===== config.mk =====
export PLATFORM = sky130hd
export DESIGN_NAME = dram_thermal_zq_cal
export DESIGN_NICKNAME = d
export VERILOG_FILES = /design/src/dram_tzq_pkg.sv /design/src/interval_timer.sv /design/src/dram_thermal_zq_cal.sv
export SDC_FILE = /design/constraint.sdc
export NUM_CORES = 1
export LEC_CHECK = 0
export BUFFER_PORTS_ARGS = -buffer_cell sky130_fd_sc_hd__buf_2
export CAP_MARGIN = 20
export CELL_PAD_IN_SITES_DETAIL_PLACEMENT = 2
export CELL_PAD_IN_SITES_GLOBAL_PLACEMENT = 2
export CORE_ASPECT_RATIO = 1.1
export CORE_MARGIN = 2
export CORE_UTILIZATION = 34
export CTS_BUF_LIST = sky130_fd_sc_hd__clkbuf_4 sky130_fd_sc_hd__clkbuf_8
export DETAILED_ROUTE_END_ITERATION = 7
export PLACE_DENSITY = 0.78
export SLEW_MARGIN = 20
export SYNTH_ARGS = -nofsm -noshare
export SYNTH_HDL_FRONTEND = slang
export SYNTH_SLANG_ARGS = --single-unit

===== constraint.sdc =====
create_clock -name pclk -period 3.65 [get_ports pclk]
set_clock_uncertainty 0.15 [all_clocks]
set_input_delay 0.5475 -clock pclk [delete_from_list [all_inputs] [get_ports pclk]]
set_output_delay 0.5475 -clock pclk [all_outputs]
set_load 0.01 [all_outputs]

===== src/dram_tzq_pkg.sv =====
`default_nettype none
package dram_tzq_pkg;

  // Clock and derived cycle counts
  localparam int unsigned CLK_PERIOD_NS = 50;
  localparam int unsigned TSI_MS = 32;
  localparam int unsigned TSI_CYCLES = TSI_MS * 1000000 / CLK_PERIOD_NS;
  localparam int unsigned CAL_DUR_US = 1;
  localparam int unsigned CAL_DUR_CYCLES = (CAL_DUR_US * 1000 + CLK_PERIOD_NS - 1) / CLK_PERIOD_NS;
  localparam int unsigned APPLY_NS = 30;
  localparam int unsigned APPLY_NCK = 8;
  localparam int unsigned APPLY_NS_CYC = (APPLY_NS + CLK_PERIOD_NS - 1) / CLK_PERIOD_NS;
  localparam int unsigned APPLY_CYCLES = (APPLY_NS_CYC > APPLY_NCK) ? APPLY_NS_CYC : APPLY_NCK;
  localparam int unsigned DFLT_NS = 50;
  localparam int unsigned DFLT_NCK = 3;
  localparam int unsigned DFLT_NS_CYC = (DFLT_NS + CLK_PERIOD_NS - 1) / CLK_PERIOD_NS;
  localparam int unsigned DFLT_CYCLES = (DFLT_NS_CYC > DFLT_NCK) ? DFLT_NS_CYC : DFLT_NCK;
  localparam int unsigned OFS_REFLECT_US = 200;
  localparam int unsigned OFS_REFLECT_CYCLES = OFS_REFLECT_US * 1000 / CLK_PERIOD_NS;

  // Register byte addresses
  localparam logic [7:0] TEMP_STATUS_ADDR = 8'h00;
  localparam logic [7:0] CAL_CMD_ADDR = 8'h04;
  localparam logic [7:0] MPC_ADDR = 8'h08;
  localparam logic [7:0] CAL_STAT_ADDR = 8'h0C;
  localparam logic [7:0] IRQ_STATUS_ADDR = 8'h10;
  localparam logic [7:0] IRQ_MASK_ADDR = 8'h14;

  // Field positions
  localparam int unsigned TS_CODE_LSB = 0;
  localparam int unsigned TS_OFS_LSB = 5;
  localparam int unsigned CAL_DFLT_BIT = 0;
  localparam int unsigned MPC_OP_LSB = 0;
  localparam int unsigned CS_STATE_LSB = 0;
  localparam int unsigned CS_RESULT_LSB = 8;
  localparam int unsigned CS_DRIVE_LSB = 16;

  // Multi-purpose command opcodes
  localparam logic [1:0] OP_CAL_BEGIN = 2'h1;
  localparam logic [1:0] OP_CAL_APPLY = 2'h2;

  // Temperature status codes and thresholds
  localparam logic [2:0] CODE_NORMAL = 3'h3;
  localparam logic [2:0] CODE_HOT = 3'h4;
  localparam logic [2:0] CODE_VHOT = 3'h6;
  localparam logic [2:0] TS_CODE_RESET = 3'h3;
  localparam int unsigned HOT_C = 85;
  localparam int unsigned VHOT_C = 105;
  localparam int unsigned MARGIN_C = 2;
  localparam int unsigned OFS_STEP_C = 5;

  // Interrupt bits
  localparam int unsigned IRQ_W = 5;
  localparam int unsigned IRQ_TEMP = 0;
  localparam int unsigned IRQ_CAL_DONE = 1;
  localparam int unsigned IRQ_APPLY_DONE = 2;
  localparam int unsigned IRQ_DFLT_DONE = 3;
  localparam int unsigned IRQ_CMD_ERR = 4;

  typedef enum logic [4:0] {
    CAL_IDLE  = 5'b00001,
    CAL_RUN   = 5'b00010,
    CAL_DONE  = 5'b00100,
    CAL_APPLY = 5'b01000,
    CAL_DFLT  = 5'b10000
  } cal_state_t;

endpackage
`default_nettype wire


===== src/interval_timer.sv =====
`timescale 1ns/1ps
`default_nettype none
module interval_timer #(
  parameter int unsigned PERIOD = 640000
) (
  input wire logic pclk,    // Clock
  input wire logic presetn, // Async reset, active low
  output logic tick         // One-cycle pulse per period
);
  localparam int unsigned CW = $clog2(PERIOD);

  if (PERIOD < 2) begin : g_bad_period
    $error("interval_timer: PERIOD must be at least 2");
  end

  typedef struct packed {
    logic [CW-1:0] cnt;
    logic tick;
  } timer_t;

  timer_t s, n;

  always_comb begin
    n = s;
    n.tick = 1'b0;
    if (s.cnt == CW'(PERIOD - 1)) begin
      n.cnt = '0;
      n.tick = 1'b1;
    end else begin
      n.cnt = s.cnt + CW'(1);
    end
  end

  always_ff @(posedge pclk or negedge presetn) begin
    if (!presetn) begin
      s <= '0;
    end else begin
      s <= n;
    end
  end

  assign tick = s.tick;
endmodule
`default_nettype wire


===== src/dram_thermal_zq_cal.sv =====
// Operation
// - Sample temperature autonomously; status updates never more than 32 ms apart.
// - On clock enable rising, status is no older than the update interval.
// - Keep updating temperature status during self refresh with clock enable high.
// - Status code sits in bits [2:0]; code 011 only while the offset-adjusted reading is below 83 C.
// - Code changes 2 C before the controller's reconfiguration point.
// - Support calibration begin and apply, the latter loading drivers.
// - Calibration runs in background; other commands stay accepted, but apply is refused until calibration is done.
// - Default command returns impedance to default setting, within 30 percent.
// - Writing one to bit zero of calibration command register triggers default.
// - Thermal offset in bits [6:5] reflects in status within 200 us.
`timescale 1ns/1ps
`default_nettype none
module dram_thermal_zq_cal
  import dram_tzq_pkg::*;
#(
  parameter int unsigned TSI_CYCLES_P = TSI_CYCLES,
  parameter int unsigned CODE_W = 6,
  parameter logic [7:0] DEFAULT_CODE = 8'h20
) (
  input wire logic pclk,                  // Clock, 20 MHz
  input wire logic presetn,               // Async reset, active low
  input wire logic psel,                  // APB select
  input wire logic penable,               // APB enable
  input wire logic pwrite,                // APB direction
  input wire logic [7:0] paddr,           // APB byte address
  input wire logic [31:0] pwdata,         // APB write data
  output logic [31:0] prdata,             // APB read data
  output logic pready,                    // APB ready
  output logic pslverr,                   // APB error
  input wire logic cke,                   // Clock enable pin level
  input wire logic power_down,            // Device in power-down
  input wire logic dq_busy,               // DQ bus operation pending
  input wire logic [7:0] sensed_temp,     // Sensor reading, degrees C
  input wire logic [CODE_W-1:0] cal_measure, // Calibration engine result
  output logic [2:0] temp_status,         // Current status code
  output logic [CODE_W-1:0] drive_code,   // Code applied to drivers
  output logic cal_busy,                  // Calibration running
  output logic apply_busy,                // Apply or default in progress
  output logic irq                        // Interrupt, active high level
);

  if (CODE_W < 1 || CODE_W > 8) begin : g_bad_code
    $error("dram_thermal_zq_cal: CODE_W must be 1 to 8");
  end
  if (TSI_CYCLES_P < 16) begin : g_bad_tsi
    $error("dram_thermal_zq_cal: TSI_CYCLES_P too small");
  end

  typedef struct packed {
    logic [2:0] ts_code;
    logic [1:0] ts_ofs;
    logic cap_pend;
    logic cke_q;
    cal_state_t cal_st;
    logic [7:0] cnt;
    logic [CODE_W-1:0] cal_result;
    logic [CODE_W-1:0] drive_code;
    logic cal_busy;
    logic apply_busy;
    logic [IRQ_W-1:0] irq_stat;
    logic [IRQ_W-1:0] irq_mask;
    logic irq;
    logic [31:0] prdata;
    logic pready;
    logic pslverr;
  } state_t;

  state_t s, n;

  logic tick;
  logic setup;
  logic wr_acc;
  logic rd_block;
  logic cke_rise;
  logic cap_want;
  logic cap_now;
  logic ofs_wr;
  logic dflt_wr;
  logic begin_req;
  logic apply_req;
  logic begin_ok;
  logic apply_ok;
  logic cal_done_ev;
  logic [2:0] code_calc;
  logic [IRQ_W-1:0] ev;

  function automatic logic [2:0] temp_code(input logic [7:0] t, input logic [1:0] ofs);
    logic [9:0] eff;
    eff = {2'h0, t} + 10'(ofs) * 10'(OFS_STEP_C);
    if (eff >= 10'(VHOT_C - MARGIN_C)) begin
      temp_code = CODE_VHOT;
    end else if (eff >= 10'(HOT_C - MARGIN_C)) begin
      temp_code = CODE_HOT;
    end else begin
      temp_code = CODE_NORMAL;
    end
  endfunction

  // Runs in every power state, self refresh included
  interval_timer #(
    .PERIOD(TSI_CYCLES_P)
  ) u_tsi (
    .pclk(pclk),
    .presetn(presetn),
    .tick(tick)
  );

  assign setup = psel && !penable;
  assign wr_acc = psel && penable && s.pready && pwrite;
  assign rd_block = psel && !pwrite && (paddr == TEMP_STATUS_ADDR);
  assign cke_rise = cke && !s.cke_q;
  assign cap_want = tick || s.cap_pend || cke_rise;
  assign cap_now = cap_want && !rd_block;
  assign code_calc = temp_code(sensed_temp, s.ts_ofs);
  assign ofs_wr = wr_acc && (paddr == TEMP_STATUS_ADDR) && (pwdata[TS_OFS_LSB +: 2] != s.ts_ofs);
  assign dflt_wr = wr_acc && (paddr == CAL_CMD_ADDR) && pwdata[CAL_DFLT_BIT];
  assign begin_req = wr_acc && (paddr == MPC_ADDR) && (pwdata[MPC_OP_LSB +: 2] == OP_CAL_BEGIN);
  assign apply_req = wr_acc && (paddr == MPC_ADDR) && (pwdata[MPC_OP_LSB +: 2] == OP_CAL_APPLY);
  assign begin_ok = begin_req && !power_down && !dflt_wr && (s.cal_st != CAL_APPLY);
  assign apply_ok = apply_req && !dflt_wr && !power_down && !dq_busy && (s.cal_st == CAL_DONE);
  assign cal_done_ev = (s.cal_st == CAL_RUN) && (s.cnt == 8'h00) && !begin_ok && !dflt_wr;

  always_comb begin
    ev = '0;
    ev[IRQ_TEMP] = cap_now && (code_calc != s.ts_code);
    ev[IRQ_CAL_DONE] = cal_done_ev;
    ev[IRQ_APPLY_DONE] = (s.cal_st == CAL_APPLY) && (s.cnt == 8'h00) && !dflt_wr;
    ev[IRQ_DFLT_DONE] = (s.cal_st == CAL_DFLT) && (s.cnt == 8'h00) && !dflt_wr;
    ev[IRQ_CMD_ERR] = (begin_req && !begin_ok && !dflt_wr) || (apply_req && !apply_ok && !dflt_wr);
  end

  always_comb begin
    n = s;
    n.pready = 1'b0;
    n.pslverr = 1'b0;
    n.cke_q = cke;

    // Temperature capture, deferred while the status word is being read
    if (cap_now) begin
      n.ts_code = code_calc;
    end
    n.cap_pend = (cap_want && rd_block) || ofs_wr;

    // Register writes
    if (wr_acc && paddr == TEMP_STATUS_ADDR) begin
      n.ts_ofs = pwdata[TS_OFS_LSB +: 2];
    end
    if (wr_acc && paddr == IRQ_MASK_ADDR) begin
      n.irq_mask = pwdata[IRQ_W-1:0];
    end

    // Calibration sequencer; bus writes stay accepted throughout
    unique case (s.cal_st)
      CAL_IDLE, CAL_DONE: begin
        if (apply_ok) begin
          n.cal_st = CAL_APPLY;
          n.cnt = 8'(APPLY_CYCLES - 1);
          n.drive_code = s.cal_result;
        end
      end
      CAL_RUN: begin
        if (s.cnt == 8'h00) begin
          n.cal_st = CAL_DONE;
          n.cal_result = cal_measure;
        end else begin
          n.cnt = s.cnt - 8'h01;
        end
      end
      CAL_APPLY, CAL_DFLT: begin
        if (s.cnt == 8'h00) begin
          n.cal_st = CAL_IDLE;
        end else begin
          n.cnt = s.cnt - 8'h01;
        end
      end
    endcase
    if (begin_ok) begin
      n.cal_st = CAL_RUN;
      n.cnt = 8'(CAL_DUR_CYCLES - 1);
    end
    if (dflt_wr) begin
      n.cal_st = CAL_DFLT;
      n.cnt = 8'(DFLT_CYCLES - 1);
      n.drive_code = DEFAULT_CODE[CODE_W-1:0];
    end
    n.cal_busy = (n.cal_st == CAL_RUN);
    n.apply_busy = (n.cal_st == CAL_APPLY) || (n.cal_st == CAL_DFLT);

    // Sticky status: new events win over a write-one clear
    if (wr_acc && paddr == IRQ_STATUS_ADDR) begin
      n.irq_stat = s.irq_stat & ~pwdata[IRQ_W-1:0];
    end
    n.irq_stat = n.irq_stat | ev;
    n.irq = |(n.irq_stat & n.irq_mask);

    // Read data and answer prepared in the setup cycle
    if (setup) begin
      n.pready = 1'b1;
      n.prdata = '0;
      unique case (paddr)
        TEMP_STATUS_ADDR: begin
          n.prdata[TS_CODE_LSB +: 3] = s.ts_code;
          n.prdata[TS_OFS_LSB +: 2] = s.ts_ofs;
        end
        CAL_STAT_ADDR: begin
          n.prdata[CS_STATE_LSB +: 5] = s.cal_st;
          n.prdata[CS_RESULT_LSB +: CODE_W] = s.cal_result;
          n.prdata[CS_DRIVE_LSB +: CODE_W] = s.drive_code;
        end
        IRQ_STATUS_ADDR: n.prdata[IRQ_W-1:0] = s.irq_stat;
        IRQ_MASK_ADDR: n.prdata[IRQ_W-1:0] = s.irq_mask;
        CAL_CMD_ADDR, MPC_ADDR: n.prdata = '0;
        default: n.pslverr = 1'b1;
      endcase
    end
  end

  always_ff @(posedge pclk or negedge presetn) begin
    if (!presetn) begin
      s <= '0;
      s.ts_code <= TS_CODE_RESET;
      s.cal_st <= CAL_IDLE;
      s.drive_code <= DEFAULT_CODE[CODE_W-1:0];
    end else begin
      s <= n;
    end
  end

  assign prdata = s.prdata;
  assign pready = s.pready;
  assign pslverr = s.pslverr;
  assign temp_status = s.ts_code;
  assign drive_code = s.drive_code;
  assign cal_busy = s.cal_busy;
  assign apply_busy = s.apply_busy;
  assign irq = s.irq;

  // Checking helpers
  localparam int CKE_LAT_MAX = 4;
  localparam int OFS_LAT_MAX = 6;
  logic [31:0] age_q;
  logic [7:0] run_len_q;

  always_ff @(posedge pclk or negedge presetn) begin
    if (!presetn) begin
      age_q <= '0;
      run_len_q <= '0;
    end else begin
      age_q <= cap_now ? 32'h0 : age_q + 32'h1;
      run_len_q <= (s.cal_st == CAL_RUN && !begin_ok) ? run_len_q + 8'h01 : 8'h00;
    end
  end
endmodule
`default_nettype wire


==> impl_metrics.prom, run 1 <==
# TYPE chip_impl_metric gauge
chip_impl_info{name="outcome",value="complete, no violations"} 1
chip_impl_metric{name="level_count_of_the_clock_h_tree",unit=""} 3
chip_impl_metric{name="number_of_buffers_inserted_during_clock_tree_synthesis",unit=""} 9
chip_impl_metric{name="post-synth-top-area-fraction",unit="%"} 43.7
chip_impl_metric{name="grt_overflow_total",unit=""} 0
chip_impl_metric{name="period_share",unit="%"} 92.2
chip_impl_metric{name="syn-mean-instance-area",unit="µm²"} 9.47
chip_impl_metric{name="grt_first_pass_wirelength",unit="mm"} 21.9
chip_impl_metric{name="timing.critical_path.fanout_max",unit=""} 5
chip_impl_metric{name="clock_power_share",unit="%"} 38.3
chip_impl_metric{name="grt_start_max_net_pins",unit=""} 78
chip_impl_metric{name="cts_clock_pin_slew_for_the_worst_setup_and_hold_paths",unit="ps"} 90
chip_impl_metric{name="final_cell_count_no_fill",unit=""} 742
chip_impl_metric{name="syn_to_final_growth",unit="%"} 11.1
chip_impl_metric{name="critPathRequiredTime",unit="ps"} 3740
chip_impl_metric{name="p_sw",unit="W"} 0.000442
chip_impl_info{name="synth_ff_type",value="sky130_fd_sc_hd__dfrtp_1"} 1
chip_impl_metric{name="final_period_demand_of_the_worst_path",unit="ps"} 3370
chip_impl_metric{name="swShare",unit="%"} 24.7
chip_impl_metric{name="post_cts_resize_count",unit=""} 0
chip_impl_metric{name="detailedRoute.firstIterationViolations",unit=""} 125
chip_impl_metric{name="timing.hold.worst_path_depth",unit=""} 1
chip_impl_metric{name="route.detailed.drc",unit=""} 0
chip_impl_metric{name="asr_flop_ratio_synth",unit="%"} 100
chip_impl_metric{name="synth.yosys.seq_area_share",unit="%"} 45.9
chip_impl_metric{name="nNetsFinal",unit=""} 623
chip_impl_metric{name="synth_enable_flop_cells",unit=""} 0
chip_impl_metric{name="die_height",unit="µm"} 128
chip_impl_metric{name="die_area",unit="µm²"} 14900
chip_impl_metric{name="timing.critical_path.arrival",unit="ps"} 3450
chip_impl_metric{name="placementRows",unit=""} 45
chip_impl_metric{name="final_max_slew_viol_count",unit=""} 0
chip_impl_metric{name="final_hold_violation_count",unit=""} 0
chip_impl_metric{name="die_x",unit="µm"} 117
chip_impl_metric{name="post-dp-hpwl",unit="mm"} 9.74
chip_impl_metric{name="worst_slew_margin_rel",unit="%"} 33.4
chip_impl_info{name="netlist_top_cells_area",value="sky130_fd_sc_hd__dfrtp_1 44%, sky130_fd_sc_hd__buf_4 6.5%, sky130_fd_sc_hd__nand2_1 6.1%, sky130_fd_sc_hd__nand3_1 3.8%, sky130_fd_sc_hd__mux2_2 3.1%"} 1
chip_impl_info{name="tritoncts",value="yes"} 1
chip_impl_metric{name="antenna_found_initial",unit=""} 0
chip_impl_metric{name="antenna_cells",unit=""} 0
chip_impl_metric{name="detailroute.via_count",unit=""} 3774
chip_impl_metric{name="postCtsHoldBufs",unit=""} 0
chip_impl_info{name="clockRootBuffer",value="sky130_fd_sc_hd__clkbuf_8"} 1
chip_impl_metric{name="final_layout_size_suffix_gt1_share",unit="%"} 23.5
chip_impl_metric{name="timing_worst_slew_pin_value",unit="ps"} 1000
chip_impl_metric{name="setup_tns",unit="ps"} 0
chip_impl_metric{name="yosysWarnings",unit=""} 0
chip_impl_metric{name="clock_sinks",unit=""} 87
chip_impl_metric{name="fmax",unit="MHz"} 297
chip_impl_metric{name="antenna_violating_nets_post_route",unit=""} 0
chip_impl_metric{name="post_cts_buffers",unit=""} 0
chip_impl_metric{name="power.density",unit="nW/µm²"} 339
chip_impl_metric{name="setup.reg_to_reg.worst_slack",unit="ps"} 280
chip_impl_info{name="start_kind",value="register"} 1
chip_impl_info{name="synthDominantAreaCellType",value="sky130_fd_sc_hd__dfrtp_1"} 1
chip_impl_metric{name="core_region_area",unit="µm²"} 13700
chip_impl_metric{name="synth_area",unit="µm²"} 4750
chip_impl_info{name="hold_startpoint",value="cke"} 1
chip_impl_metric{name="cell_internal_pwr",unit="W"} 0.00135
chip_impl_metric{name="insertion_delay",unit="ps"} 360
chip_impl_metric{name="avgRoutedWirePerCell",unit="µm"} 17.3
chip_impl_info{name="setup_repair_after_global_routing_missed_its_margin",value="false"} 1
chip_impl_metric{name="r2r.worst_path.cells",unit=""} 11
chip_impl_metric{name="finalWirelength",unit="mm"} 12.8
chip_impl_metric{name="maxCapViolations",unit=""} 0
chip_impl_metric{name="power_frac_seq",unit="%"} 55.0
chip_impl_metric{name="port-buffer-count",unit=""} 69
chip_impl_metric{name="via_per_inst",unit=""} 5.09
chip_impl_metric{name="count_of_state_elements_after_synthesis",unit=""} 87
chip_impl_info{name="crit_type",value="reg -> reg"} 1
chip_impl_info{name="r2r-end",value="irq"} 1
chip_impl_metric{name="comb_power_share",unit="%"} 6.7
chip_impl_info{name="min-delay-path-class",value="in -> reg"} 1
chip_impl_info{name="endpoint_class_of_the_critical_path",value="register"} 1
chip_impl_info{name="hold_end",value="s[72]"} 1
chip_impl_metric{name="detailedRoute.firstPassIterationCount",unit=""} 4
chip_impl_metric{name="peakVddDrop",unit="µV"} 135
chip_impl_metric{name="finalSetupViolations",unit=""} 0
chip_impl_metric{name="synthDistinctLibCells",unit=""} 64
chip_impl_info{name="worst_reg2reg_startpoint",value="s[75]"} 1
chip_impl_metric{name="standby_leakage_power",unit="nW"} 2.59
chip_impl_metric{name="placedCellCount",unit=""} 726
chip_impl_metric{name="final_core_util",unit="%"} 38.5
chip_impl_metric{name="report.power.total",unit="W"} 0.00179
chip_impl_info{name="worst_setup_path_startpoint",value="s[75]"} 1
chip_impl_metric{name="initial_core_util",unit="%"} 34.6
chip_impl_metric{name="grt_usage",unit="%"} 18.6
chip_impl_metric{name="ioPinCount",unit=""} 108
chip_impl_metric{name="routabilityCongestion",unit=""} 0.775
chip_impl_metric{name="postPlaceCellArea",unit="µm²"} 5080
chip_impl_metric{name="first_global_vias",unit=""} 4259
chip_impl_metric{name="finish.instance_area",unit="µm²"} 5280
chip_impl_metric{name="max-clock-path-buffers",unit=""} 2
chip_impl_metric{name="synthesis.instances",unit=""} 502
==> synthesized netlist by cell type, types with 3 or more instances <==
cell                       count
sky130_fd_sc_hd__buf_2         4
sky130_fd_sc_hd__dfrtp_1      83
sky130_fd_sc_hd__a31oi_1       8
sky130_fd_sc_hd__xor2_1       11
sky130_fd_sc_hd__or2_2         3
sky130_fd_sc_hd__or3_1         5
sky130_fd_sc_hd__o21a_1        3
sky130_fd_sc_hd__xnor2_1      15
sky130_fd_sc_hd__nor2_1       34
sky130_fd_sc_hd__nor4_1        4
sky130_fd_sc_hd__nor3_1       16
sky130_fd_sc_hd__buf_4        41
sky130_fd_sc_hd__nand3b_1      3
sky130_fd_sc_hd__a22oi_1      10
sky130_fd_sc_hd__nor2b_1       6
sky130_fd_sc_hd__ha_1         11
sky130_fd_sc_hd__nand3_1      36
sky130_fd_sc_hd__a21oi_1       7
sky130_fd_sc_hd__nand2_1      77
sky130_fd_sc_hd__mux2_2       13
sky130_fd_sc_hd__a31o_2        3
sky130_fd_sc_hd__and3_1        6
sky130_fd_sc_hd__o21ai_0      22
sky130_fd_sc_hd__nand2b_1      7
sky130_fd_sc_hd__clkbuf_1      8
sky130_fd_sc_hd__nand4_1       4
sky130_fd_sc_hd__inv_1        16
sky130_fd_sc_hd__nor3b_1       3
sky130_fd_sc_hd__dfstp_2       4
==> cell families (layout without fill, tap and decap cells) <==
family                     count (synthesis)  in the layout  synth area share (%)
AOI/OAI and AO/OA                         72             72                  10.2
xor gates and xnor gates                  26             26                  4.79
adders and majority gates                 12             12                  3.32
buffers and inverters                     69            109                  8.79
DFF                                       87             87                  45.9
muxes                                     14             14                  3.39
other                                      1             13                0.0789
and+or+nand+nor                          221            221                  23.5
==> flip-flops by register name, indices dropped and copies added (netlist names), 3 cells and up <==
name,cells
temp_status,3
drive_code,6
prdata,19
s,33
u_tsi.s,20
==> layout make-up <==
type	instances	area, µm²
repair buffers	77	408
flip-flops and latches	87	2180
inverters	16	60.1
fillers	1593	8460
multi-input cells	358	2200
clock inverters	5	58.8
clock buffers	11	139
well taps	188	235
==> layout by cell type (no fill, tap or decap), types with 13 or more instances in the layout <==
master                     n
sky130_fd_sc_hd__o21ai_0  22
sky130_fd_sc_hd__buf_2    68
sky130_fd_sc_hd__mux2_2   13
sky130_fd_sc_hd__nand2_1  77
sky130_fd_sc_hd__conb_1   13
sky130_fd_sc_hd__dfrtp_1  83
sky130_fd_sc_hd__nand3_1  36
sky130_fd_sc_hd__xnor2_1  15
sky130_fd_sc_hd__inv_1    16
sky130_fd_sc_hd__nor3_1   16
sky130_fd_sc_hd__nor2_1   34
==> per-layer routing <==
layer | GRT usage, % | wire [µm] | vias to the layer above
met1 | 23.5 | 5480 | 1928
met5 | 0 | 0 | -
met3 | 2.51 | 455 | 8
met2 | 32.8 | 6770 | 61
li1 | - | - | 1777
met4 | 5.74 | 109 | 0
==> how the worst max path moves through the flow <==
stage | to | slack (ps)
after detailed placement | irq | 90
after floorplan | irq | 450
final | irq | 280
after CTS | irq | 270
after global placement | irq | 180
after global routing | irq | 90
==> metrics by stage <==
stage / setup WS (ps) / hold WS (ps)
global placement: 176 / 293
global route: 86.7 / 152
CTS: 269 / 151
finish: 284 / 162
detailed placement: 85.8 / 305
floorplan: 455 / 102
==> critical path, cell delays in order (launching register included) <==
cell and delay [ps]:
sky130_fd_sc_hd__dfrtp_1 450, sky130_fd_sc_hd__ha_1 310, sky130_fd_sc_hd__ha_1 180, sky130_fd_sc_hd__inv_1 60, sky130_fd_sc_hd__fa_1 430, sky130_fd_sc_hd__and2b_2 270, sky130_fd_sc_hd__o21ai_0 90, sky130_fd_sc_hd__o221a_2 290
sky130_fd_sc_hd__and3_1 210, sky130_fd_sc_hd__or3b_2 440, sky130_fd_sc_hd__a22oi_1 220, sky130_fd_sc_hd__o211ai_1 130
==> power groups by stage <==
stage,clock [W],sequential [W],combinational [W]
floorplan,0,0.00100,0.0000685
global placement,0,0.00100,0.000117
detailed placement,0,0.00100,0.000122
CTS,0.000713,0.000986,0.000123
global route,0.000751,0.000988,0.000137
finish,0.000687,0.000986,0.000120
Power figures use the tool's default switching activity.
==> inputs of run 2 (changes only) <==
--- a/config.mk
+++ b/config.mk
@@ -10,9 +10,9 @@
 export CELL_PAD_IN_SITES_DETAIL_PLACEMENT = 2
 export CELL_PAD_IN_SITES_GLOBAL_PLACEMENT = 2
 export CORE_ASPECT_RATIO = 1.1
-export CORE_MARGIN = 2
+export CORE_MARGIN = 5
 export CORE_UTILIZATION = 34
-export CTS_BUF_LIST = sky130_fd_sc_hd__clkbuf_4 sky130_fd_sc_hd__clkbuf_8
+export CTS_BUF_LIST = sky130_fd_sc_hd__clkbuf_4
 export DETAILED_ROUTE_END_ITERATION = 7
 export PLACE_DENSITY = 0.78
 export SLEW_MARGIN = 20
==> impl_metrics.prom, run 2 (same netlist as run 1, synthesis figures left out) <==
# TYPE chip_impl_metric gauge
chip_impl_metric{name="insertion_delay",unit="ps"} 450
chip_impl_metric{name="period_share",unit="%"} 93.1
chip_impl_metric{name="port-buffer-count",unit=""} 69
chip_impl_metric{name="die_height",unit="µm"} 134
chip_impl_metric{name="die_area",unit="µm²"} 16500
chip_impl_metric{name="ioPinCount",unit=""} 108
chip_impl_metric{name="largest_register_ffs",unit=""} 33
chip_impl_metric{name="peakVddDrop",unit="µV"} 123
chip_impl_info{name="crit_type",value="reg -> reg"} 1
chip_impl_info{name="layout_commonest_cell",value="sky130_fd_sc_hd__dfrtp_1"} 1
chip_impl_info{name="tritoncts",value="yes"} 1
chip_impl_metric{name="grt_start_max_net_pins",unit=""} 56
chip_impl_metric{name="grt_overflow_total",unit=""} 0
chip_impl_metric{name="final_layout_size_suffix_gt1_share",unit="%"} 23.2
chip_impl_info{name="cp_cell_sequence",value="ha_1 > ha_1 > inv_1 > fa_1 > and2b_2 > o21ai_0 > o221a_2 > and3_1 > or3b_2 > a22oi_1 > o211ai_1"} 1
chip_impl_info{name="min-delay-path-class",value="in -> reg"} 1
chip_impl_metric{name="detailedRoute.firstPassIterationCount",unit=""} 4
chip_impl_metric{name="avgRoutedWirePerCell",unit="µm"} 17.2
chip_impl_metric{name="final_hold_violation_count",unit=""} 0
chip_impl_metric{name="nFillCells",unit=""} 1611
chip_impl_info{name="endpoint_class_of_the_critical_path",value="register"} 1
chip_impl_metric{name="antenna_violating_nets_post_route",unit=""} 0
chip_impl_info{name="start_kind",value="register"} 1
chip_impl_metric{name="critPathRequiredTime",unit="ps"} 3820
chip_impl_info{name="setup_repair_after_global_routing_missed_its_margin",value="false"} 1
chip_impl_metric{name="initial_core_util",unit="%"} 34.6
chip_impl_info{name="worst_path_most_repeated_cell",value="sky130_fd_sc_hd__ha_1"} 1
chip_impl_metric{name="post_cts_resize_count",unit=""} 0
chip_impl_metric{name="timing.critical_path.arrival",unit="ps"} 3570
chip_impl_metric{name="critical_path.n_buffers_inverters",unit=""} 1
chip_impl_metric{name="post-dp-hpwl",unit="mm"} 10.1
chip_impl_info{name="kind_of_cell_with_the_highest_combined_delay_on_the_critical_path",value="adder cells"} 1
chip_impl_metric{name="placementRows",unit=""} 45
chip_impl_metric{name="antenna_found_initial",unit=""} 1
chip_impl_metric{name="route.detailed.drc",unit=""} 0
chip_impl_metric{name="grt_first_pass_wirelength",unit="mm"} 21.2
chip_impl_info{name="cp_slowest_cell",value="sky130_fd_sc_hd__dfrtp_1"} 1
chip_impl_metric{name="seq_area",unit="µm²"} 2180
chip_impl_metric{name="cts_clock_pin_slew_for_the_worst_setup_and_hold_paths",unit="ps"} 130
chip_impl_metric{name="detailroute.via_count",unit=""} 3746
chip_impl_metric{name="max-clock-path-buffers",unit=""} 2
chip_impl_metric{name="detailedRoute.firstIterationViolations",unit=""} 155
chip_impl_info{name="layout_common_cells",value="83 x sky130_fd_sc_hd__dfrtp_1, 77 x sky130_fd_sc_hd__nand2_1, 68 x sky130_fd_sc_hd__buf_2, 36 x sky130_fd_sc_hd__nand3_1, 34 x sky130_fd_sc_hd__nor2_1"} 1
chip_impl_metric{name="multi_input_logic_area",unit="µm²"} 2200
chip_impl_info{name="clockRootBuffer",value="sky130_fd_sc_hd__clkbuf_4"} 1
chip_impl_metric{name="power.density",unit="nW/µm²"} 315
chip_impl_info{name="max_flop_register",value="s"} 1
chip_impl_metric{name="critPathMaxStageDelay",unit="ps"} 470
chip_impl_metric{name="detailedPlace.worstSlack",unit="ps"} 51.3
chip_impl_metric{name="grt_usage",unit="%"} 16.1
chip_impl_metric{name="worst_slew_margin_rel",unit="%"} 50.9
chip_impl_metric{name="setup_tns",unit="ps"} 0
chip_impl_metric{name="number_of_buffers_inserted_during_clock_tree_synthesis",unit=""} 9
chip_impl_metric{name="timing.critical_path.fanout_max",unit=""} 5
chip_impl_metric{name="standby_leakage_power",unit="nW"} 2.57
chip_impl_metric{name="core_region_area",unit="µm²"} 13700
chip_impl_metric{name="die_x",unit="µm"} 123
chip_impl_metric{name="timing_worst_slew_pin_value",unit="ps"} 737
chip_impl_metric{name="finalSetupViolations",unit=""} 0
chip_impl_metric{name="clock_sinks",unit=""} 87
chip_impl_metric{name="level_count_of_the_clock_h_tree",unit=""} 3
chip_impl_info{name="outcome",value="complete, no violations"} 1
chip_impl_metric{name="syn_to_final_growth",unit="%"} 10.0
chip_impl_metric{name="maxCapViolations",unit=""} 0
chip_impl_metric{name="final_max_slew_viol_count",unit=""} 0
chip_impl_metric{name="postLayoutSetupSlackWorst",unit="ps"} 253
chip_impl_metric{name="via_per_inst",unit=""} 5.03
chip_impl_metric{name="first_global_vias",unit=""} 4236
chip_impl_metric{name="nNetsFinal",unit=""} 624
chip_impl_metric{name="fmax",unit="MHz"} 294
chip_impl_metric{name="routabilityCongestion",unit=""} 0.804
chip_impl_metric{name="final_core_util",unit="%"} 38.1
chip_impl_metric{name="final_period_demand_of_the_worst_path",unit="ps"} 3400
chip_impl_metric{name="finalWirelength",unit="mm"} 12.8
[run 2: cell count changes in the layout (fill, tap and decap cells not counted)]
| cell | change |
|---|---|
| sky130_fd_sc_hd__clkbuf_8 | -9 |
| sky130_fd_sc_hd__clkbuf_4 | +7 |
| sky130_fd_sc_hd__clkinv_2 | +2 |
| sky130_fd_sc_hd__diode_2 | +2 |
| sky130_fd_sc_hd__clkinv_1 | +1 |
| sky130_fd_sc_hd__clkinv_4 | -1 |
| sky130_fd_sc_hd__dlygate4sd3_1 | +1 |
[run 2: repair_timing]
item | CTS | global route
hold buffers | 1 | 0
hold endpoints to repair | 14 | 0
buffers inserted | 0 | 0
[run 2: metal layers]
layer  part of all wire [%]  vias to the layer above  track usage [%]  wire length, µm
met4                    1.4                        0             4.17              179
li1                       -                     1784                -                -
met1                     43                     1885             19.0             5490
met3                    3.6                       14             3.16              464
met5                      0                        -                0                0
met2                     52                       63             29.7             6720
[run 2: metrics by stage]
stage	area, µm²	instances	hold WS (ps)	power [W]
6_report	5230	745	87.2	0.00165
5_1_grt	5230	745	58.2	0.00173
4_1_cts	5230	743	52.3	0.00168
3_5_place_dp	5080	726	302	0.00113
3_3_place_gp	5080	726	294	0.00112
2_1_floorplan	4800	514	102	0.00107
[run 2: worst paths after layout]
kind	from	to	slack, ps	depth (start not counted)
worst min-delay path	cke	s[72]	90	1
max in group asynchronous	presetn	temp_status[0]	1990	3
worst max-delay path	s[75]	irq	250	11
min in group asynchronous	presetn	prdata[16]	540	2
worst min register to register	prdata[18]	prdata[18]	330	2
worst max register to register	s[75]	irq	250	11
[run 2: cell type report]
type	count	share of cell area [%]
multi-input combinational	358	42.0
sequential	87	41.7
timing repair buffer	78	7.99
tap	188	4.50
clock buffer	9	1.29
clock inverter	7	1.22
inverter	16	1.15
antenna	2	0.0957
[run 2: power by group]
part           internal, W  leakage, nW  switching (W)
combinational    0.0000443         1.36      0.0000779
sequential        0.000976         1.14     0.00000976
clock             0.000203       0.0691       0.000335
[run 2: worst reg2reg max path, cell delays in order (launching register included)]
cell	delay, ps
sky130_fd_sc_hd__dfrtp_1	470
sky130_fd_sc_hd__ha_1	320
sky130_fd_sc_hd__ha_1	200
sky130_fd_sc_hd__inv_1	60
sky130_fd_sc_hd__fa_1	430
sky130_fd_sc_hd__and2b_2	270
sky130_fd_sc_hd__o21ai_0	90
sky130_fd_sc_hd__o221a_2	290
sky130_fd_sc_hd__and3_1	210
sky130_fd_sc_hd__or3b_2	440
sky130_fd_sc_hd__a22oi_1	220
sky130_fd_sc_hd__o211ai_1	130
==> inputs of run 3 (changes only) <==
--- a/config.mk
+++ b/config.mk
@@ -6,16 +6,18 @@
 export NUM_CORES = 1
 export LEC_CHECK = 0
 export BUFFER_PORTS_ARGS = -buffer_cell sky130_fd_sc_hd__buf_2
-export CAP_MARGIN = 20
+export CAP_MARGIN = 30
 export CELL_PAD_IN_SITES_DETAIL_PLACEMENT = 2
 export CELL_PAD_IN_SITES_GLOBAL_PLACEMENT = 2
 export CORE_ASPECT_RATIO = 1.1
 export CORE_MARGIN = 5
-export CORE_UTILIZATION = 34
+export CORE_UTILIZATION = 35
 export CTS_BUF_LIST = sky130_fd_sc_hd__clkbuf_4
 export DETAILED_ROUTE_END_ITERATION = 7
-export PLACE_DENSITY = 0.78
+export PLACE_DENSITY = 0.79
+export REMOVE_ABC_BUFFERS = 1
 export SLEW_MARGIN = 20
 export SYNTH_ARGS = -nofsm -noshare
 export SYNTH_HDL_FRONTEND = slang
+export SYNTH_HIERARCHICAL = 1
 export SYNTH_SLANG_ARGS = --single-unit
==> impl_metrics.prom, run 3 <==
# TYPE chip_impl_metric gauge
chip_impl_metric{name="detailedRoute.firstIterationViolations",unit=""} 136
chip_impl_info{name="netlist_top_cells_count",value="83 x sky130_fd_sc_hd__dfrtp_1, 66 x sky130_fd_sc_hd__nand2_1, 42 x sky130_fd_sc_hd__buf_4, 42 x sky130_fd_sc_hd__nor2_1, 33 x sky130_fd_sc_hd__nand3_1"} 1
chip_impl_metric{name="grt_start_max_net_pins",unit=""} 49
chip_impl_info{name="worst_reg2reg_startpoint",value="s[75]"} 1
chip_impl_info{name="outcome",value="complete, no violations"} 1
chip_impl_info{name="endpoint_class_of_the_critical_path",value="register"} 1
chip_impl_metric{name="fmax",unit="MHz"} 312
chip_impl_metric{name="finalWirelength",unit="mm"} 13.6
chip_impl_metric{name="placedCellCount",unit=""} 732
chip_impl_metric{name="synthDistinctLibCells",unit=""} 71
chip_impl_metric{name="placementRows",unit=""} 45
chip_impl_metric{name="syn_to_final_growth",unit="%"} 8.61
chip_impl_metric{name="core_region_area",unit="µm²"} 13800
chip_impl_metric{name="finish.instance_area",unit="µm²"} 5350
chip_impl_metric{name="cts_clock_pin_slew_for_the_worst_setup_and_hold_paths",unit="ps"} 150
chip_impl_info{name="synthDominantAreaCellType",value="sky130_fd_sc_hd__dfrtp_1"} 1
chip_impl_metric{name="antenna_violating_nets_post_route",unit=""} 0
chip_impl_metric{name="yosys.area_share.xor_xnor",unit="%"} 3.73
chip_impl_metric{name="post-synth-top-area-fraction",unit="%"} 42.2
chip_impl_metric{name="nNetsFinal",unit=""} 630
chip_impl_info{name="synth_ff_type",value="sky130_fd_sc_hd__dfrtp_1"} 1
chip_impl_metric{name="insertion_delay",unit="ps"} 460
chip_impl_metric{name="initial_core_util",unit="%"} 35.7
chip_impl_info{name="hold_end",value="s[72]"} 1
chip_impl_metric{name="die_area",unit="µm²"} 16600
chip_impl_metric{name="first_global_vias",unit=""} 4368
chip_impl_metric{name="synth_enable_flop_cells",unit=""} 0
chip_impl_info{name="netlist_top_cells_area",value="sky130_fd_sc_hd__dfrtp_1 42%, sky130_fd_sc_hd__buf_4 6.4%, sky130_fd_sc_hd__nand2_1 5.0%, sky130_fd_sc_hd__nand3_1 3.4%, sky130_fd_sc_hd__nor2_1 3.2%"} 1
chip_impl_metric{name="grt_overflow_total",unit=""} 0
chip_impl_info{name="hold_startpoint",value="cke"} 1
chip_impl_metric{name="antenna_found_initial",unit=""} 1
chip_impl_info{name="start_kind",value="register"} 1
chip_impl_info{name="r2r-end",value="irq"} 1
chip_impl_metric{name="synthesis.instances",unit=""} 512
chip_impl_metric{name="via_per_inst",unit=""} 5.15
chip_impl_metric{name="period_share",unit="%"} 87.9
chip_impl_metric{name="postPlaceCellArea",unit="µm²"} 5220
chip_impl_metric{name="port-buffer-count",unit=""} 69
chip_impl_info{name="min-delay-path-class",value="in -> reg"} 1
chip_impl_info{name="layout_common_cells",value="83 x sky130_fd_sc_hd__dfrtp_1, 68 x sky130_fd_sc_hd__buf_2, 66 x sky130_fd_sc_hd__nand2_1, 42 x sky130_fd_sc_hd__nor2_1, 33 x sky130_fd_sc_hd__nand3_1"} 1
chip_impl_metric{name="route.detailed.drc",unit=""} 0
chip_impl_metric{name="avgRoutedWirePerCell",unit="µm"} 18.2
chip_impl_metric{name="worst_slew_margin_rel",unit="%"} 53.8
chip_impl_metric{name="die_height",unit="µm"} 134
chip_impl_metric{name="post_cts_resize_count",unit=""} 0
chip_impl_metric{name="timing.hold.worst_path_depth",unit=""} 1
chip_impl_metric{name="synth_area",unit="µm²"} 4930
chip_impl_metric{name="setup_tns",unit="ps"} 0
chip_impl_info{name="setup_repair_after_global_routing_missed_its_margin",value="false"} 1
chip_impl_metric{name="antenna_cells",unit=""} 0
chip_impl_info{name="crit_type",value="reg -> reg"} 1
chip_impl_metric{name="synth.area.mux_share",unit="%"} 3.76
chip_impl_metric{name="maxCapViolations",unit=""} 0
chip_impl_metric{name="grt_usage",unit="%"} 17.0
chip_impl_metric{name="grt_first_pass_wirelength",unit="mm"} 22.2
chip_impl_metric{name="synth-adder-area-share",unit="%"} 3.20
chip_impl_info{name="layout_commonest_cell",value="sky130_fd_sc_hd__dfrtp_1"} 1
chip_impl_metric{name="level_count_of_the_clock_h_tree",unit=""} 3
chip_impl_info{name="synth.most_common_cell",value="sky130_fd_sc_hd__dfrtp_1"} 1
chip_impl_metric{name="largest_register_ffs",unit=""} 33
chip_impl_metric{name="postCtsHoldBufs",unit=""} 1
chip_impl_metric{name="post_cts_buffers",unit=""} 0
chip_impl_metric{name="compound_gate_portion_of_the_synthesized_area",unit="%"} 10.7
chip_impl_metric{name="count_of_state_elements_after_synthesis",unit=""} 87
chip_impl_info{name="synth_top_family_by_area",value="simple AND/OR/NAND/NOR gates"} 1
chip_impl_metric{name="clock_sinks",unit=""} 87
chip_impl_metric{name="detailroute.via_count",unit=""} 3857
chip_impl_info{name="clockRootBuffer",value="sky130_fd_sc_hd__clkbuf_4"} 1
chip_impl_metric{name="post-dp-hpwl",unit="mm"} 10.7
chip_impl_metric{name="yosysWarnings",unit=""} 6
chip_impl_metric{name="report.power.total",unit="W"} 0.00230
chip_impl_metric{name="die_x",unit="µm"} 123
chip_impl_metric{name="syn-mean-instance-area",unit="µm²"} 9.62
chip_impl_metric{name="r2r.worst_path.cells",unit=""} 11
chip_impl_metric{name="asr_flop_ratio_synth",unit="%"} 100
chip_impl_metric{name="routabilityCongestion",unit=""} 0.795
chip_impl_metric{name="final_cell_count_no_fill",unit=""} 749
chip_impl_metric{name="peakVddDrop",unit="µV"} 148
chip_impl_metric{name="synth.yosys.seq_area_share",unit="%"} 44.3
chip_impl_metric{name="standby_leakage_power",unit="nW"} 2.59
chip_impl_metric{name="number_of_buffers_inserted_during_clock_tree_synthesis",unit=""} 9
chip_impl_metric{name="final_layout_size_suffix_gt1_share",unit="%"} 21.9
chip_impl_metric{name="setup.reg_to_reg.worst_slack",unit="ps"} 440
chip_impl_metric{name="timing_worst_slew_pin_value",unit="ps"} 693
chip_impl_metric{name="power.density",unit="nW/µm²"} 429
chip_impl_metric{name="yosys.area_share.simple",unit="%"} 25.6
chip_impl_metric{name="final_period_demand_of_the_worst_path",unit="ps"} 3210
chip_impl_metric{name="ioPinCount",unit=""} 108
chip_impl_info{name="tritoncts",value="yes"} 1
chip_impl_metric{name="max-clock-path-buffers",unit=""} 2
chip_impl_metric{name="critPathRequiredTime",unit="ps"} 3850
chip_impl_metric{name="timing.critical_path.fanout_max",unit=""} 5
chip_impl_metric{name="timing.critical_path.arrival",unit="ps"} 3410
chip_impl_metric{name="final_hold_violation_count",unit=""} 0
chip_impl_metric{name="final_max_slew_viol_count",unit=""} 0
chip_impl_metric{name="finalSetupViolations",unit=""} 0
chip_impl_info{name="max_flop_register",value="s"} 1
chip_impl_metric{name="detailedRoute.firstPassIterationCount",unit=""} 4
-- run 3: cell types whose count changed in the layout (fill, tap and decap cells not counted), moves of 5 or more --
cell and change:
sky130_fd_sc_hd__a21oi_1 +6, sky130_fd_sc_hd__a22oi_1 -6, sky130_fd_sc_hd__a31oi_1 -5, sky130_fd_sc_hd__mux2_1 +6, sky130_fd_sc_hd__mux2_2 -7, sky130_fd_sc_hd__mux2i_1 +5, sky130_fd_sc_hd__nand2_1 -11, sky130_fd_sc_hd__nor2_1 +8
sky130_fd_sc_hd__nor3_1 -7, sky130_fd_sc_hd__o21ai_1 +6
-- run 3: logic make-up (layout without fill, tap and decap cells) --
kind of cell,count (synthesis),after routing
adders and majority gates,12,12
other,1,13
DFF,87,87
muxes,17,17
xor gates and xnor gates,21,21
and+or+nand+nor,227,227
AOI/OAI and AO/OA,79,79
buffers and inverters,68,105
-- run 3: worst max-delay path, cell delays in order, from the launching register on --
cell	delay (ps)
sky130_fd_sc_hd__dfrtp_1	470
sky130_fd_sc_hd__ha_1	310
sky130_fd_sc_hd__ha_1	200
sky130_fd_sc_hd__inv_1	70
sky130_fd_sc_hd__fa_1	400
sky130_fd_sc_hd__nand2b_1	180
sky130_fd_sc_hd__a21oi_1	220
sky130_fd_sc_hd__xnor2_1	190
sky130_fd_sc_hd__o21ai_0	230
sky130_fd_sc_hd__nand4b_1	250
sky130_fd_sc_hd__a32oi_1	310
sky130_fd_sc_hd__o211ai_1	120
-- run 3: how the worst max path moves through the flow --
| stage | to | depth (start not counted) | slack, ps | from |
|---|---|---|---|---|
| floorplan | irq | 9 | 730 | sensed_temp[1] |
| CTS | irq | 11 | 430 | s[75] |
| global route | irq | 11 | 250 | s[75] |
| global placement | irq | 11 | 440 | sensed_temp[1] |
| finish | irq | 11 | 440 | s[75] |
| detailed placement | irq | 12 | 250 | sensed_temp[1] |
-- run 3: routing by layer --
metal,part of all wire [%],up-vias,GRT usage (%)
li1,-,1832,-
met1,41,1940,19.4
met2,54,65,31.3
met3,3.3,18,2.99
met4,2.1,2,6.28
met5,0.081,-,0
-- run 3: stage by stage --
step | utilization [%] | hold WS (ps) | worst slack [ps]
final | 38.8 | 48.7 | 442
after global routing | 38.8 | 3.92 | 253
after CTS | 38.8 | 8.47 | 425
after detailed placement | 37.9 | 299 | 249
after global placement | 37.9 | 287 | 441
after floorplan | - | 102 | 730
-- run 3: final cells by class --
| cell class | instances | area, µm² |
|---|---|---|
| Timing Repair Buffer | 75 | 395 |
| Clock inverter | 5 | 35.0 |
| Tap cell | 188 | 235 |
| Fill cell | 1555 | 8440 |
| Inverter | 14 | 52.6 |
| Multi-Input combinational cell | 369 | 2370 |
| Sequential cell | 87 | 2180 |
| Clock buffer | 11 | 82.6 |
-- run 3: power by group --
part	switching [W]	leakage (nW)	internal, W
clock	0.000350	0.0672	0.000157
sequential	0.0000959	1.15	0.00106
combinational	0.000364	1.36	0.000264
total	0.000810	2.59	0.00149
